**config.mk**
```make
export PLATFORM = sky130hd
export DESIGN_NAME = ppfs_top
export DESIGN_NICKNAME = d
export VERILOG_FILES = /design/src/ppfs_pkg.sv /design/src/ppfs_top.sv
export SDC_FILE = /design/constraint.sdc
export NUM_CORES = 1
export LEC_CHECK = 0
export BUFFER_PORTS_ARGS = -buffer_cell sky130_fd_sc_hd__clkbuf_2
export CAP_MARGIN = 10
export CORE_MARGIN = 4
export CORE_UTILIZATION = 52
export DETAILED_ROUTE_END_ITERATION = 10
export GPL_TIMING_DRIVEN = 0
export PLACE_DENSITY_LB_ADDON = 0.3
export SLEW_MARGIN = 20
export SYNTH_ARGS = -nofsm -noshare
export SYNTH_HDL_FRONTEND = slang
export SYNTH_SLANG_ARGS = --single-unit
```
**constraint.sdc**
```tcl
create_clock -name aclk -period 3.2 [get_ports aclk]
set_input_delay 0.64 -clock aclk [delete_from_list [all_inputs] [get_ports aclk]]
set_output_delay 0.64 -clock aclk [all_outputs]
set_load 0.03 [all_outputs]
```
**src/ppfs_pkg.sv**
```systemverilog
// ppfs_pkg: register map, control field layout and reset values of the pin select block
package ppfs_pkg;
    // ==========================================================
    // register indices, byte address is four times the index
    localparam logic [29:0] IDX_PB_DIR = 30'h000e_e00a;
    localparam logic [29:0] IDX_PB_VAL = 30'h000f_ffda;
    localparam logic [29:0] IDX_SEL_CTRL = 30'h0000_0100;
    localparam logic [29:0] IDX_PA_VAL = 30'h0000_0101;

    // ==========================================================
    // reset and fixed read values
    localparam logic [7:0] PB_DIR_RST = 8'h00;
    localparam logic [7:0] PB_VAL_RST = 8'h00;
    localparam logic [7:0] PB_DIR_READ = 8'hff;
    localparam logic [2:0] PA_VAL_RST = 3'h0;
    localparam logic [31:0] SEL_CTRL_RST = 32'h0000_3000;

    // ==========================================================
    // select control fields
    localparam int unsigned F_IO0 = 0;
    localparam int unsigned F_IO1 = 3;
    localparam int unsigned F_IO2 = 6;
    localparam int unsigned F_PWMODE0 = 9;
    localparam int unsigned F_PWMODE1 = 10;
    localparam int unsigned F_PWMODE2 = 11;
    localparam int unsigned F_A21EN = 12;
    localparam int unsigned F_A22EN = 13;
    localparam int unsigned F_DIR = 14;
    localparam int unsigned F_PE = 17;
    localparam int unsigned F_PSC0 = 20;
    localparam int unsigned F_PSC1 = 23;
    localparam int unsigned F_PSC2 = 26;
    localparam int unsigned F_CKS = 29;

    // ==========================================================
    // port A pin slots and codes
    localparam int unsigned PA2 = 0;
    localparam int unsigned PA5 = 1;
    localparam int unsigned PA6 = 2;
    localparam logic [2:0] PSC_EXT_C = 3'h6;
    localparam logic [1:0] RESP_OKAY = 2'h0;
    localparam logic [1:0] RESP_SLVERR = 2'h2;
endpackage : ppfs_pkg

```
**src/ppfs_top.sv**
```systemverilog
// ppfs_top: port A pin function select and port B direction/data with an AXI4-Lite slave
// Behaviour
// (RULE_01) address bit 21 on pin 6 when enabled
// (RULE_02) pin 6 drives channel 2 compare output A
// (RULE_03) pin 6 otherwise input, output or pattern
// (RULE_04) pin 6 feeds channel 2 capture A
// (RULE_05) address bit 22 on pin 5 when enabled
// (RULE_06) pin 5 compare B, else input/output/pattern
// (RULE_07) pin 5 feeds channel 1 capture B
// (RULE_08) pin 2 compare A, else input/output/pattern
// (RULE_09) pin 2 feeds channel 0 capture A
// (RULE_10) pin 2 feeds external clock C
// (RULE_11) port B direction bit selects output
// (RULE_12) port B direction write-only, reads ones
// (RULE_13) direction cleared by reset, hardware standby
// (RULE_14) software sets direction for pattern output
// (RULE_15) port B data readable, writable, resets zero
// (RULE_16) decode from register bits, next cycle
// (RULE_17) output drives data bit, input reads pin
//
// The AXI4-Lite register port was chosen for this implementation.
`timescale 1ns/10ps
`default_nettype none
module ppfs_top (
    input wire logic aclk,
    input wire logic aresetn,
    input wire logic ce,
    input wire logic [31:0] awaddr,
    input wire logic awvalid,
    output logic awready,
    input wire logic [31:0] wdata,
    input wire logic [3:0] wstrb,
    input wire logic wvalid,
    output logic wready,
    output logic [1:0] bresp,
    output logic bvalid,
    input wire logic bready,
    input wire logic [31:0] araddr,
    input wire logic arvalid,
    output logic arready,
    output logic [31:0] rdata,
    output logic [1:0] rresp,
    output logic rvalid,
    input wire logic rready,
    input wire logic hw_standby,
    input wire logic addr21_in,
    input wire logic addr22_in,
    input wire logic t0_cmp_a,
    input wire logic t1_cmp_b,
    input wire logic t2_cmp_a,
    input wire logic [2:0] pat_in,
    output logic t0_cap_a,
    output logic t1_cap_b,
    output logic t2_cap_a,
    output logic ext_clk_c,
    input wire logic [2:0] pa_in,
    output logic [2:0] pa_out,
    output logic [2:0] pa_oe,
    input wire logic [7:0] pb_in,
    output logic [7:0] pb_out,
    output logic [7:0] pb_oe
);
    // ==========================================================
    // state
    logic aw_got_ff, nxt_aw_got, w_got_ff, nxt_w_got;
    logic [29:0] awaddr_ff, nxt_awaddr;
    logic [31:0] wdata_ff, nxt_wdata;
    logic [3:0] wstrb_ff, nxt_wstrb;
    logic awready_ff, nxt_awready, wready_ff, nxt_wready;
    logic bvalid_ff, nxt_bvalid, arready_ff, nxt_arready;
    logic rvalid_ff, nxt_rvalid;
    logic [1:0] bresp_ff, nxt_bresp, rresp_ff, nxt_rresp;
    logic [31:0] rdata_ff, nxt_rdata;
    logic [7:0] pb_dir_ff, nxt_pb_dir, pb_val_ff, nxt_pb_val;
    logic [2:0] pa_val_ff, nxt_pa_val;
    logic [31:0] ctrl_ff, nxt_ctrl;
    logic [2:0] pa_out_ff, nxt_pa_out, pa_oe_ff, nxt_pa_oe;
    logic [7:0] pb_out_ff, pb_oe_ff;
    logic t0_cap_ff, t1_cap_ff, t2_cap_ff, clkc_ff;
    logic nxt_t0_cap, nxt_t1_cap, nxt_t2_cap, nxt_clkc;
    logic ch0_out, ch1_out, ch2_out, clkc_sel;
    logic [2:0] io0, io1, io2, pa_dir, pa_pe, pa_rd;
    logic [7:0] pb_rd;

    // ==========================================================
    // pin function decode
    always_comb begin
        io0 = ctrl_ff[ppfs_pkg::F_IO0 +: 3];
        io1 = ctrl_ff[ppfs_pkg::F_IO1 +: 3];
        io2 = ctrl_ff[ppfs_pkg::F_IO2 +: 3];
        pa_dir = ctrl_ff[ppfs_pkg::F_DIR +: 3];
        pa_pe = ctrl_ff[ppfs_pkg::F_PE +: 3];
        ch0_out = ctrl_ff[ppfs_pkg::F_PWMODE0] | (~io0[2] & (|io0[1:0]));
        ch1_out = ~io1[2] & (|io1[1:0]);
        ch2_out = ctrl_ff[ppfs_pkg::F_PWMODE2] | (~io2[2] & (|io2[1:0]));
        clkc_sel = (ctrl_ff[ppfs_pkg::F_PSC0 +: 3] == ppfs_pkg::PSC_EXT_C)
                 | (ctrl_ff[ppfs_pkg::F_PSC1 +: 3] == ppfs_pkg::PSC_EXT_C)
                 | (ctrl_ff[ppfs_pkg::F_PSC2 +: 3] == ppfs_pkg::PSC_EXT_C)
                 | (ctrl_ff[ppfs_pkg::F_CKS + 2] & (|ctrl_ff[ppfs_pkg::F_CKS +: 2]));
        // general function: direction picks drive, pattern enable picks source
        nxt_pa_oe = pa_dir; // [RULE_03] [RULE_16]
        nxt_pa_out = (pa_pe & pat_in) | (~pa_pe & pa_val_ff); // [RULE_17]
        if (ch0_out) begin
            nxt_pa_oe[ppfs_pkg::PA2] = 1'b1; // [RULE_08]
            nxt_pa_out[ppfs_pkg::PA2] = t0_cmp_a;
        end
        if (ch1_out) begin
            nxt_pa_oe[ppfs_pkg::PA5] = 1'b1; // [RULE_06]
            nxt_pa_out[ppfs_pkg::PA5] = t1_cmp_b;
        end
        if (ch2_out) begin
            nxt_pa_oe[ppfs_pkg::PA6] = 1'b1; // [RULE_02]
            nxt_pa_out[ppfs_pkg::PA6] = t2_cmp_a;
        end
        // address lines win over every timer and port choice
        if (!ctrl_ff[ppfs_pkg::F_A22EN]) begin
            nxt_pa_oe[ppfs_pkg::PA5] = 1'b1; // [RULE_05]
            nxt_pa_out[ppfs_pkg::PA5] = addr22_in;
        end
        if (!ctrl_ff[ppfs_pkg::F_A21EN]) begin
            nxt_pa_oe[ppfs_pkg::PA6] = 1'b1; // [RULE_01]
            nxt_pa_out[ppfs_pkg::PA6] = addr21_in;
        end
        // capture and clock inputs read as zero while not selected
        nxt_t0_cap = io0[2] & pa_in[ppfs_pkg::PA2]; // [RULE_09]
        nxt_t1_cap = io1[2] & ~ctrl_ff[ppfs_pkg::F_PWMODE1] & pa_in[ppfs_pkg::PA5]; // [RULE_07]
        nxt_t2_cap = io2[2] & pa_in[ppfs_pkg::PA6]; // [RULE_04]
        nxt_clkc = clkc_sel & pa_in[ppfs_pkg::PA2]; // [RULE_10]
        pa_rd = (pa_dir & pa_val_ff) | (~pa_dir & pa_in); // [RULE_17]
        pb_rd = (pb_dir_ff & pb_val_ff) | (~pb_dir_ff & pb_in); // [RULE_17]
    end

    // ==========================================================
    // bus slave and register file
    always_comb begin
        nxt_aw_got = aw_got_ff;
        nxt_w_got = w_got_ff;
        nxt_awaddr = awaddr_ff;
        nxt_wdata = wdata_ff;
        nxt_wstrb = wstrb_ff;
        nxt_bvalid = bvalid_ff;
        nxt_bresp = bresp_ff;
        nxt_rvalid = rvalid_ff;
        nxt_rresp = rresp_ff;
        nxt_rdata = rdata_ff;
        nxt_pb_dir = pb_dir_ff;
        nxt_pb_val = pb_val_ff;
        nxt_pa_val = pa_val_ff;
        nxt_ctrl = ctrl_ff;
        if (awvalid && awready_ff) begin
            nxt_aw_got = 1'b1;
            nxt_awaddr = awaddr[31:2];
        end
        if (wvalid && wready_ff) begin
            nxt_w_got = 1'b1;
            nxt_wdata = wdata;
            nxt_wstrb = wstrb;
        end
        if (bvalid_ff && bready) begin
            nxt_bvalid = 1'b0;
        end
        // the write lands one cycle after both halves are held
        if (aw_got_ff && w_got_ff && !bvalid_ff) begin
            nxt_aw_got = 1'b0;
            nxt_w_got = 1'b0;
            nxt_bvalid = 1'b1;
            nxt_bresp = ppfs_pkg::RESP_OKAY;
            case (awaddr_ff)
                ppfs_pkg::IDX_PB_DIR: begin
                    if (wstrb_ff[0]) nxt_pb_dir = wdata_ff[7:0]; // [RULE_12]
                end
                ppfs_pkg::IDX_PB_VAL: begin
                    if (wstrb_ff[0]) nxt_pb_val = wdata_ff[7:0]; // [RULE_15]
                end
                ppfs_pkg::IDX_PA_VAL: begin
                    if (wstrb_ff[0]) nxt_pa_val = wdata_ff[2:0];
                end
                ppfs_pkg::IDX_SEL_CTRL: begin
                    for (int i = 0; i < 4; i++) begin
                        if (wstrb_ff[i]) nxt_ctrl[8*i +: 8] = wdata_ff[8*i +: 8];
                    end
                end
                default: nxt_bresp = ppfs_pkg::RESP_SLVERR;
            endcase
        end
        // standby clears direction even against a write in the same cycle
        if (hw_standby) begin
            nxt_pb_dir = ppfs_pkg::PB_DIR_RST; // [RULE_13]
        end
        if (rvalid_ff && rready) begin
            nxt_rvalid = 1'b0;
        end
        if (arvalid && arready_ff) begin
            nxt_rvalid = 1'b1;
            nxt_rresp = ppfs_pkg::RESP_OKAY;
            nxt_rdata = 32'h0000_0000;
            case (araddr[31:2])
                ppfs_pkg::IDX_PB_DIR: nxt_rdata[7:0] = ppfs_pkg::PB_DIR_READ; // [RULE_12]
                ppfs_pkg::IDX_PB_VAL: nxt_rdata[7:0] = pb_rd; // [RULE_15]
                ppfs_pkg::IDX_PA_VAL: nxt_rdata[2:0] = pa_rd;
                ppfs_pkg::IDX_SEL_CTRL: nxt_rdata = ctrl_ff;
                default: nxt_rresp = ppfs_pkg::RESP_SLVERR;
            endcase
        end
        nxt_awready = !nxt_aw_got && !nxt_bvalid;
        nxt_wready = !nxt_w_got && !nxt_bvalid;
        nxt_arready = !nxt_rvalid;
    end

    always_ff @(posedge aclk) begin
        if (!aresetn) begin
            aw_got_ff <= 1'b0;
            w_got_ff <= 1'b0;
            awaddr_ff <= 30'h0000_0000;
            wdata_ff <= 32'h0000_0000;
            wstrb_ff <= 4'h0;
            awready_ff <= 1'b0;
            wready_ff <= 1'b0;
            bvalid_ff <= 1'b0;
            bresp_ff <= ppfs_pkg::RESP_OKAY;
            arready_ff <= 1'b0;
            rvalid_ff <= 1'b0;
            rresp_ff <= ppfs_pkg::RESP_OKAY;
            rdata_ff <= 32'h0000_0000;
            pb_dir_ff <= ppfs_pkg::PB_DIR_RST; // [RULE_13]
            pb_val_ff <= ppfs_pkg::PB_VAL_RST; // [RULE_15]
            pa_val_ff <= ppfs_pkg::PA_VAL_RST;
            ctrl_ff <= ppfs_pkg::SEL_CTRL_RST;
            pa_out_ff <= 3'h0;
            pa_oe_ff <= 3'h0;
            pb_out_ff <= 8'h00;
            pb_oe_ff <= 8'h00;
            t0_cap_ff <= 1'b0;
            t1_cap_ff <= 1'b0;
            t2_cap_ff <= 1'b0;
            clkc_ff <= 1'b0;
        end else if (ce) begin
            aw_got_ff <= nxt_aw_got;
            w_got_ff <= nxt_w_got;
            awaddr_ff <= nxt_awaddr;
            wdata_ff <= nxt_wdata;
            wstrb_ff <= nxt_wstrb;
            awready_ff <= nxt_awready;
            wready_ff <= nxt_wready;
            bvalid_ff <= nxt_bvalid;
            bresp_ff <= nxt_bresp;
            arready_ff <= nxt_arready;
            rvalid_ff <= nxt_rvalid;
            rresp_ff <= nxt_rresp;
            rdata_ff <= nxt_rdata;
            pb_dir_ff <= nxt_pb_dir;
            pb_val_ff <= nxt_pb_val;
            pa_val_ff <= nxt_pa_val;
            ctrl_ff <= nxt_ctrl;
            pa_out_ff <= nxt_pa_out;
            pa_oe_ff <= nxt_pa_oe;
            pb_out_ff <= pb_val_ff; // [RULE_17]
            pb_oe_ff <= pb_dir_ff; // [RULE_11]
            t0_cap_ff <= nxt_t0_cap;
            t1_cap_ff <= nxt_t1_cap;
            t2_cap_ff <= nxt_t2_cap;
            clkc_ff <= nxt_clkc;
        end
    end

    assign awready = awready_ff;
    assign wready = wready_ff;
    assign bvalid = bvalid_ff;
    assign bresp = bresp_ff;
    assign arready = arready_ff;
    assign rvalid = rvalid_ff;
    assign rresp = rresp_ff;
    assign rdata = rdata_ff;
    assign pa_out = pa_out_ff;
    assign pa_oe = pa_oe_ff;
    assign pb_out = pb_out_ff;
    assign pb_oe = pb_oe_ff;
    assign t0_cap_a = t0_cap_ff;
    assign t1_cap_b = t1_cap_ff;
    assign t2_cap_a = t2_cap_ff;
    assign ext_clk_c = clkc_ff;
endmodule : ppfs_top
`default_nettype wire

```
==> metrics.txt, run 1 <==
# TYPE chip_impl_metric gauge
chip_impl_info{name="status",value="completed"} 1
chip_impl_metric{name="drive_above_1_share",unit=""} 0.222
chip_impl_info{name="min-delay-path-class",value="primary input to register"} 1
chip_impl_metric{name="highest_net_fanout_along_the_worst_path",unit=""} 10
chip_impl_metric{name="totalWireLength",unit="um"} 20700
chip_impl_metric{name="worst_pin_slew",unit="ps"} 1020
chip_impl_metric{name="ctsResizeCount",unit=""} 0
chip_impl_metric{name="num_rows",unit=""} 43
chip_impl_metric{name="layout_min_cycle_time",unit="ps"} 2650
chip_impl_info{name="startpoint",value="awaddr_ff[25]"} 1
chip_impl_metric{name="adder_cell_share_of_the_synthesized_area",unit=""} 0
chip_impl_metric{name="postCtsSetupBuffers",unit=""} 0
chip_impl_metric{name="detail_route.iter0.violations",unit=""} 496
chip_impl_metric{name="total_leakage_power",unit="nW"} 3.81
chip_impl_info{name="crit_type",value="register to register"} 1
chip_impl_metric{name="synth_area_per_cell",unit="um^2"} 8.60
chip_impl_metric{name="ioPinCount",unit=""} 195
chip_impl_info{name="unrepaired_setup_endpoints_after_global_routing",value="no"} 1
chip_impl_metric{name="synthToLayoutAreaGrowth",unit="%"} 23.9
chip_impl_metric{name="power.density",unit="nW/um^2"} 524
chip_impl_metric{name="hold_viol",unit=""} 0
chip_impl_metric{name="antenna_violating_nets_post_route",unit=""} 0
chip_impl_metric{name="final_count_of_pins_violating_max_slew",unit=""} 0
chip_impl_metric{name="numCtsBuffers",unit=""} 17
chip_impl_metric{name="synthesis.yosys.warnings",unit=""} 0
chip_impl_metric{name="num_antenna_cells",unit=""} 0
chip_impl_metric{name="die_h",unit="um"} 127
chip_impl_metric{name="wire_length_of_the_first_global_routing_pass",unit="um"} 32000
chip_impl_metric{name="cp.arrival",unit="ps"} 2950
chip_impl_metric{name="vdd_ir_max",unit="uV"} 354
chip_impl_metric{name="cts.reportedPaths.clkPinSlew",unit="ps"} 70
chip_impl_metric{name="layout.core_utilization",unit=""} 0.656
chip_impl_metric{name="die_x",unit="um"} 127
chip_impl_metric{name="dieArea",unit="um^2"} 16100
chip_impl_metric{name="synth_simple_gate_area_frac",unit=""} 0.229
chip_impl_info{name="ys_dominant_reg_cell",value="dfxtp_1"} 1
chip_impl_metric{name="clock_tree.htree_level_count",unit=""} 4
chip_impl_metric{name="async_flop_share",unit=""} 0
chip_impl_metric{name="synth_cells",unit=""} 854
chip_impl_metric{name="max_freq",unit="MHz"} 377
chip_impl_info{name="cpMaxStageDelayCell",value="nor4_1"} 1
chip_impl_info{name="mostFrequentLayoutCell",value="nand2_1"} 1
chip_impl_info{name="min_from",value="awaddr[12]"} 1
chip_impl_metric{name="route.vias.total",unit=""} 6672
chip_impl_metric{name="clkSinkCount",unit=""} 184
chip_impl_metric{name="worst_hold_slack",unit="ps"} 422
chip_impl_metric{name="grt_remaining_overflow",unit=""} 0
chip_impl_metric{name="synthDistinctLibCells",unit=""} 46
chip_impl_metric{name="synth.mux.area_fraction",unit=""} 0.0974
chip_impl_metric{name="grt_max_degree",unit=""} 17
chip_impl_metric{name="cts_hold_buf",unit=""} 0
chip_impl_metric{name="worst_clock_skew",unit="ps"} 8.08
chip_impl_metric{name="first_global_vias",unit=""} 6226
chip_impl_metric{name="design.final.nets",unit=""} 1188
chip_impl_info{name="root_buffer",value="clkbuf_16"} 1
chip_impl_metric{name="synth.ff_latch_count",unit=""} 184
chip_impl_metric{name="port_buffers",unit=""} 186
chip_impl_metric{name="clk_path_buf_depth",unit=""} 2
chip_impl_metric{name="place_congestion",unit=""} 0.860
chip_impl_metric{name="drt_pre_antenna_iters",unit=""} 5
chip_impl_metric{name="average_wire_length_per_cell_after_detail_routing",unit="um"} 16.5
chip_impl_metric{name="setup_total_negative_slack",unit="ps"} 0
chip_impl_metric{name="synth.cell_area",unit="um^2"} 7350
chip_impl_info{name="layout.cells.most_common_list",value="nand2_1 (206), clkbuf_2 (186), dfxtp_1 (184)"} 1
chip_impl_info{name="cp_common_cell",value="nor4_1"} 1
chip_impl_info{name="worstPathCellList",value="nor4_1 -> nand3_1 -> nor4_1 -> buf_2 -> nand2_1 -> mux2i_1"} 1
chip_impl_metric{name="critical_path.max_stage_delay",unit="ps"} 670
chip_impl_metric{name="globalRouteTotalUtil",unit=""} 0.253
chip_impl_info{name="synth_top_family_by_area",value="simple AND/OR/NAND/NOR gates"} 1
chip_impl_metric{name="viasPerCell",unit=""} 5.33
chip_impl_metric{name="grt_antenna_before_repair",unit=""} 0
chip_impl_metric{name="source_to_sink_clock_delay_at_the_later_pin_of_the_worst_skew_pair",unit="ps"} 430
chip_impl_metric{name="slew_headroom",unit=""} 0.316
chip_impl_metric{name="timing.critical_path.buf_inv",unit=""} 1
chip_impl_info{name="setup.worst_path.start_class",value="register"} 1
chip_impl_info{name="timing.rr.start",value="awaddr_ff[25]"} 1
chip_impl_metric{name="final_period_utilization",unit=""} 0.829
chip_impl_info{name="tritoncts_clock_tree",value="done"} 1
chip_impl_metric{name="initial_core_util",unit=""} 0.529
chip_impl_metric{name="synth_compound_area_frac",unit=""} 0.139
chip_impl_metric{name="post-route-drc-count",unit=""} 0
chip_impl_metric{name="worst-endpoint-required",unit="ps"} 3490
chip_impl_info{name="critPathCaptureType",value="register"} 1
chip_impl_metric{name="final-setup-viol-count",unit=""} 0
chip_impl_metric{name="place_hpwl",unit="um"} 15600
chip_impl_metric{name="post_synth_xor_area_fraction",unit=""} 0
chip_impl_metric{name="synth_enable_flop_cells",unit=""} 0
chip_impl_metric{name="placeable_core_area",unit="um^2"} 13900
chip_impl_info{name="critPathTopFamily",value="simple AND/OR/NAND/NOR gates"} 1
chip_impl_metric{name="cap_violations",unit=""} 0
chip_impl_metric{name="ys_seq_area_frac",unit=""} 0.501
## layer usage
metal,wire (um),vias to the layer above,share of wire,GRT usage
met5,0,-,0,0
met4,480,0,0.023,0.101
met3,1490,31,0.072,0.0594
met2,9590,229,0.46,0.407
met1,9100,3042,0.44,0.331
li1,-,3370,-,-
## path summary, 6_finish.rpt
path              depth (start not counted)            end  slack [ps]
hold / removal                            3  awaddr_ff[10]         420
setup reg to reg                          6     ctrl_ff[1]         550
hold reg to reg                           2    ctrl_ff[21]         450
setup / recovery                          6     ctrl_ff[1]         550
## report_power, final
group / leakage, nW / total, mW / internal, mW / switching, mW
clock: 0.291 / 2.13 / 1.29 / 0.842
combinational: 2.03 / 0.299 / 0.112 / 0.187
sequential: 1.49 / 2.34 / 2.32 / 0.0217
total: 3.81 / 4.77 / 3.72 / 1.05
## cell usage after synthesis (10+ instances only)
master | count | area, um^2
mux2i_1 | 58 | 581
nand4_1 | 12 | 75.1
nand3_1 | 16 | 80.1
nor2_1 | 72 | 270
dfxtp_1 | 184 | 3680
clkbuf_1 | 43 | 161
and3_1 | 11 | 68.8
a22oi_1 | 25 | 188
nor3b_1 | 10 | 75.1
a21oi_1 | 88 | 440
nand2_1 | 206 | 773
mux2_2 | 12 | 135
## worst min-delay path: stages
cell	delay, ps
clkbuf_2	80
nand2_1	40
a21oi_1	50
## final cells by class
type,instances,area (um^2)
sequential,184,3680
fill,1280,4780
inverter,7,26.3
tap,180,225
multi-input combinational,610,3430
clock buffer,24,482
buffer,54,214
timing repair buffer,186,931
clock inverter,7,116
## logic make-up after synthesis
group / Yosys count
AND/OR/NAND/NOR: 370
flip-flops: 184
AO/OA/AOI/OAI: 168
multiplexers: 70
buffers and inverters: 61
other: 1
## flip-flops by register name, summed over array words and instances, names as in the netlist, 3 cells and up
register,count
pb_dir_ff,8
ctrl_ff,32
pa_val_ff,3
wstrb_ff,4
pa_out,3
pb_out,8
rdata,32
pa_oe,3
awaddr_ff,30
pb_oe,8
wdata_ff,32
pb_val_ff,8
## per-stage QoR
step | setup slack [ps] | std cells | power, mW | area [um^2]
detailed placement | 417 | 1221 | 2.69 | 8510
global route | 311 | 1252 | 4.91 | 9100
floorplan | 716 | 855 | 2.53 | 7350
CTS | 507 | 1252 | 4.78 | 9100
finish | 549 | 1252 | 4.77 | 9100
global placement | 437 | 1221 | 2.68 | 8510
Power figures use the tool's default switching activity.
==> run 2: changes to the inputs <==
--- a/config.mk
+++ b/config.mk
@@ -8,7 +8,7 @@
 export BUFFER_PORTS_ARGS = -buffer_cell sky130_fd_sc_hd__clkbuf_2
 export CAP_MARGIN = 10
 export CORE_MARGIN = 4
-export CORE_UTILIZATION = 52
+export CORE_UTILIZATION = 47
 export DETAILED_ROUTE_END_ITERATION = 10
 export GPL_TIMING_DRIVEN = 0
 export PLACE_DENSITY_LB_ADDON = 0.3
==> constraint.sdc (replaced) <==
create_clock -name aclk -period 2.2 [get_ports aclk]
set_input_delay 0.44 -clock aclk [delete_from_list [all_inputs] [get_ports aclk]]
set_output_delay 0.44 -clock aclk [all_outputs]
set_load 0.03 [all_outputs]
==> run 2 against run 1 <==
Against the previous run: design area increased by 2.6%; critical path depth stayed put; core utilization shrank 4.3 points; clock skew fell by 1.3 ps; sequential share of layout area down 1.0 points; global-route usage is 2.0 points lower; die area rose by 10%; critical path type unchanged; critical endpoint is now ctrl_ff[24].
==> metrics.txt, run 2 (synthesis gave the netlist of run 1 again) <==
# TYPE chip_impl_metric gauge
chip_impl_info{name="status",value="completed"} 1
chip_impl_metric{name="final_cell_area",unit="um^2"} 9350
chip_impl_metric{name="dieArea",unit="um^2"} 17700
chip_impl_metric{name="place_congestion",unit=""} 0.854
chip_impl_metric{name="numCtsBuffers",unit=""} 17
chip_impl_metric{name="cts_hold_buf",unit=""} 0
chip_impl_info{name="setup.worst_path.start_class",value="register"} 1
chip_impl_metric{name="power.density",unit="nW/um^2"} 797
chip_impl_metric{name="final_cells",unit=""} 1286
chip_impl_metric{name="drt_pre_antenna_iters",unit=""} 5
chip_impl_metric{name="synthToLayoutAreaGrowth",unit="%"} 27.2
chip_impl_metric{name="design.final.nets",unit=""} 1190
chip_impl_metric{name="total_leakage_power",unit="nW"} 3.91
chip_impl_info{name="timing.rr.start",value="awaddr_ff[21]"} 1
chip_impl_info{name="layout.cells.most_common_list",value="nand2_1 (204), clkbuf_2 (188), dfxtp_1 (184)"} 1
chip_impl_metric{name="die_x",unit="um"} 133
chip_impl_metric{name="globalRouteTotalUtil",unit=""} 0.233
chip_impl_metric{name="num_rows",unit=""} 45
chip_impl_info{name="rr_endpoint",value="ctrl_ff[24]"} 1
chip_impl_metric{name="max_freq",unit="MHz"} 490
chip_impl_info{name="unrepaired_setup_endpoints_after_global_routing",value="no"} 1
chip_impl_metric{name="wire_length_of_the_first_global_routing_pass",unit="um"} 32700
chip_impl_metric{name="highest_net_fanout_along_the_worst_path",unit=""} 8
chip_impl_metric{name="final_count_of_pins_violating_max_slew",unit=""} 0
chip_impl_info{name="tritoncts_clock_tree",value="done"} 1
chip_impl_metric{name="ioPinCount",unit=""} 195
chip_impl_metric{name="antenna_violating_nets_post_route",unit=""} 0
chip_impl_info{name="worst_setup_path_endpoint",value="ctrl_ff[24]"} 1
chip_impl_metric{name="placement.cell_area",unit="um^2"} 8550
chip_impl_metric{name="worst-endpoint-required",unit="ps"} 2510
chip_impl_info{name="root_buffer",value="clkbuf_16"} 1
chip_impl_metric{name="worst_hold_slack",unit="ps"} 223
chip_impl_metric{name="final_period_utilization",unit=""} 0.928
chip_impl_metric{name="port_buffers",unit=""} 186
chip_impl_metric{name="route.vias.total",unit=""} 6772
chip_impl_metric{name="viasPerCell",unit=""} 5.27
chip_impl_metric{name="vdd_ir_max",unit="uV"} 538
chip_impl_metric{name="grt_max_degree",unit=""} 17
chip_impl_metric{name="grt_antenna_before_repair",unit=""} 1
chip_impl_metric{name="initial_core_util",unit=""} 0.482
chip_impl_metric{name="dp_cells",unit=""} 1252
chip_impl_metric{name="final-setup-viol-count",unit=""} 0
chip_impl_metric{name="place_hpwl",unit="um"} 15800
chip_impl_metric{name="detail_route.iter0.violations",unit=""} 407
chip_impl_metric{name="placeable_core_area",unit="um^2"} 15300
chip_impl_metric{name="hold_viol",unit=""} 0
chip_impl_info{name="critPathCaptureType",value="register"} 1
chip_impl_metric{name="first_global_vias",unit=""} 6434
chip_impl_info{name="min-delay-path-class",value="primary input to register"} 1
chip_impl_metric{name="cap_violations",unit=""} 0
chip_impl_info{name="startpoint",value="awaddr_ff[21]"} 1
chip_impl_metric{name="slew_headroom",unit=""} 0.398
chip_impl_metric{name="num_antenna_cells",unit=""} 0
chip_impl_info{name="crit_type",value="register to register"} 1
chip_impl_metric{name="drive_above_1_share",unit=""} 0.240
chip_impl_metric{name="die_h",unit="um"} 133
chip_impl_metric{name="post-route-drc-count",unit=""} 0
chip_impl_metric{name="layout.core_utilization",unit=""} 0.612
chip_impl_metric{name="cp.arrival",unit="ps"} 2350
chip_impl_metric{name="grt_remaining_overflow",unit=""} 0
chip_impl_metric{name="clk_path_buf_depth",unit=""} 2
chip_impl_metric{name="layout_min_cycle_time",unit="ps"} 2040
chip_impl_metric{name="worst_clock_skew",unit="ps"} 6.73
chip_impl_metric{name="cts.reportedPaths.clkPinSlew",unit="ps"} 60
chip_impl_metric{name="worst_r2r_path_depth",unit=""} 6
chip_impl_metric{name="totalWireLength",unit="um"} 21200
chip_impl_metric{name="clkSinkCount",unit=""} 184
chip_impl_metric{name="power.total",unit="mW"} 7.45
chip_impl_metric{name="source_to_sink_clock_delay_at_the_later_pin_of_the_worst_skew_pair",unit="ps"} 430
chip_impl_metric{name="ff2ff_setup_slack",unit="ps"} 160
chip_impl_metric{name="worst_pin_slew",unit="ps"} 895
chip_impl_metric{name="clock_tree.htree_level_count",unit=""} 4
chip_impl_metric{name="average_wire_length_per_cell_after_detail_routing",unit="um"} 16.5
chip_impl_info{name="mostFrequentLayoutCell",value="nand2_1"} 1
run 2: cell types whose count changed in the layout (fill, tap and decap cells not counted), sizes merged:
cell,previous run,this run
bufinv,3,7
buf,11,13
clkinv,3,5
clkbuf,253,248
run 2: layout make-up:
class                           count  area, um^2
Timing Repair Buffer              189         953
Multi-Input combinational cell    610        3500
Tap cell                          211         264
Buffer                             53         219
Fill cell                        1426        5910
Sequential cell                   184        3680
Inverter                            7        26.3
Clock buffer                       19         453
Clock inverter                     13         246
run 2: worst min-delay path by stage:
stage / cells after the start / end / slack [ps] / start
2_1_floorplan: 2 / ctrl_ff[16] / 430 / wdata_ff[16]
3_3_place_gp: 2 / ctrl_ff[22] / 440 / wdata_ff[22]
3_5_place_dp: 2 / ctrl_ff[28] / 450 / wdata_ff[28]
4_1_cts: 3 / wdata_ff[28] / 210 / wdata[28]
5_1_grt: 3 / awaddr_ff[16] / 230 / awaddr[18]
6_report: 3 / wdata_ff[29] / 220 / wdata[29]
run 2: worst max-delay path: stages (launching register included):
cell     delay [ps]
dfxtp_1         320
nor4_2          330
nand3_1         110
buf_4           170
nor4_4          400
nand2_1         380
mux2i_1         200
run 2: stage by stage:
stage	TNS (ps)	setup WS [ps]
finish	0	159
detailed placement	-30430	-530
global placement	-28660	-530
global route	0	11.8
CTS	0	28.3
floorplan	-296	-14.8
run 2: routing by layer:
layer | vias up | GRT usage | routed length (um) | share of wire
met5 | - | 0 | 19 | 0.00090
met4 | 2 | 0.0935 | 581 | 0.027
met3 | 42 | 0.0605 | 1720 | 0.081
met2 | 253 | 0.380 | 9870 | 0.47
met1 | 3101 | 0.295 | 8970 | 0.42
li1 | 3374 | - | - | -
run 2: report_power, final:
| group | switching (mW) | total [mW] | internal, mW |
|---|---|---|---|
| Clock | 1.30 | 3.60 | 2.30 |
| Sequential | 0.0341 | 3.40 | 3.37 |
| Combinational | 0.273 | 0.444 | 0.171 |
| Total | 1.60 | 7.45 | 5.84 |
run 2: repair_timing:
item,in CTS,in global routing
setup buffers,1,2
pin swaps,1,1
hold endpoints to repair,0,0
gates resized for setup,7,11
endpoints found under the setup margin,37,56
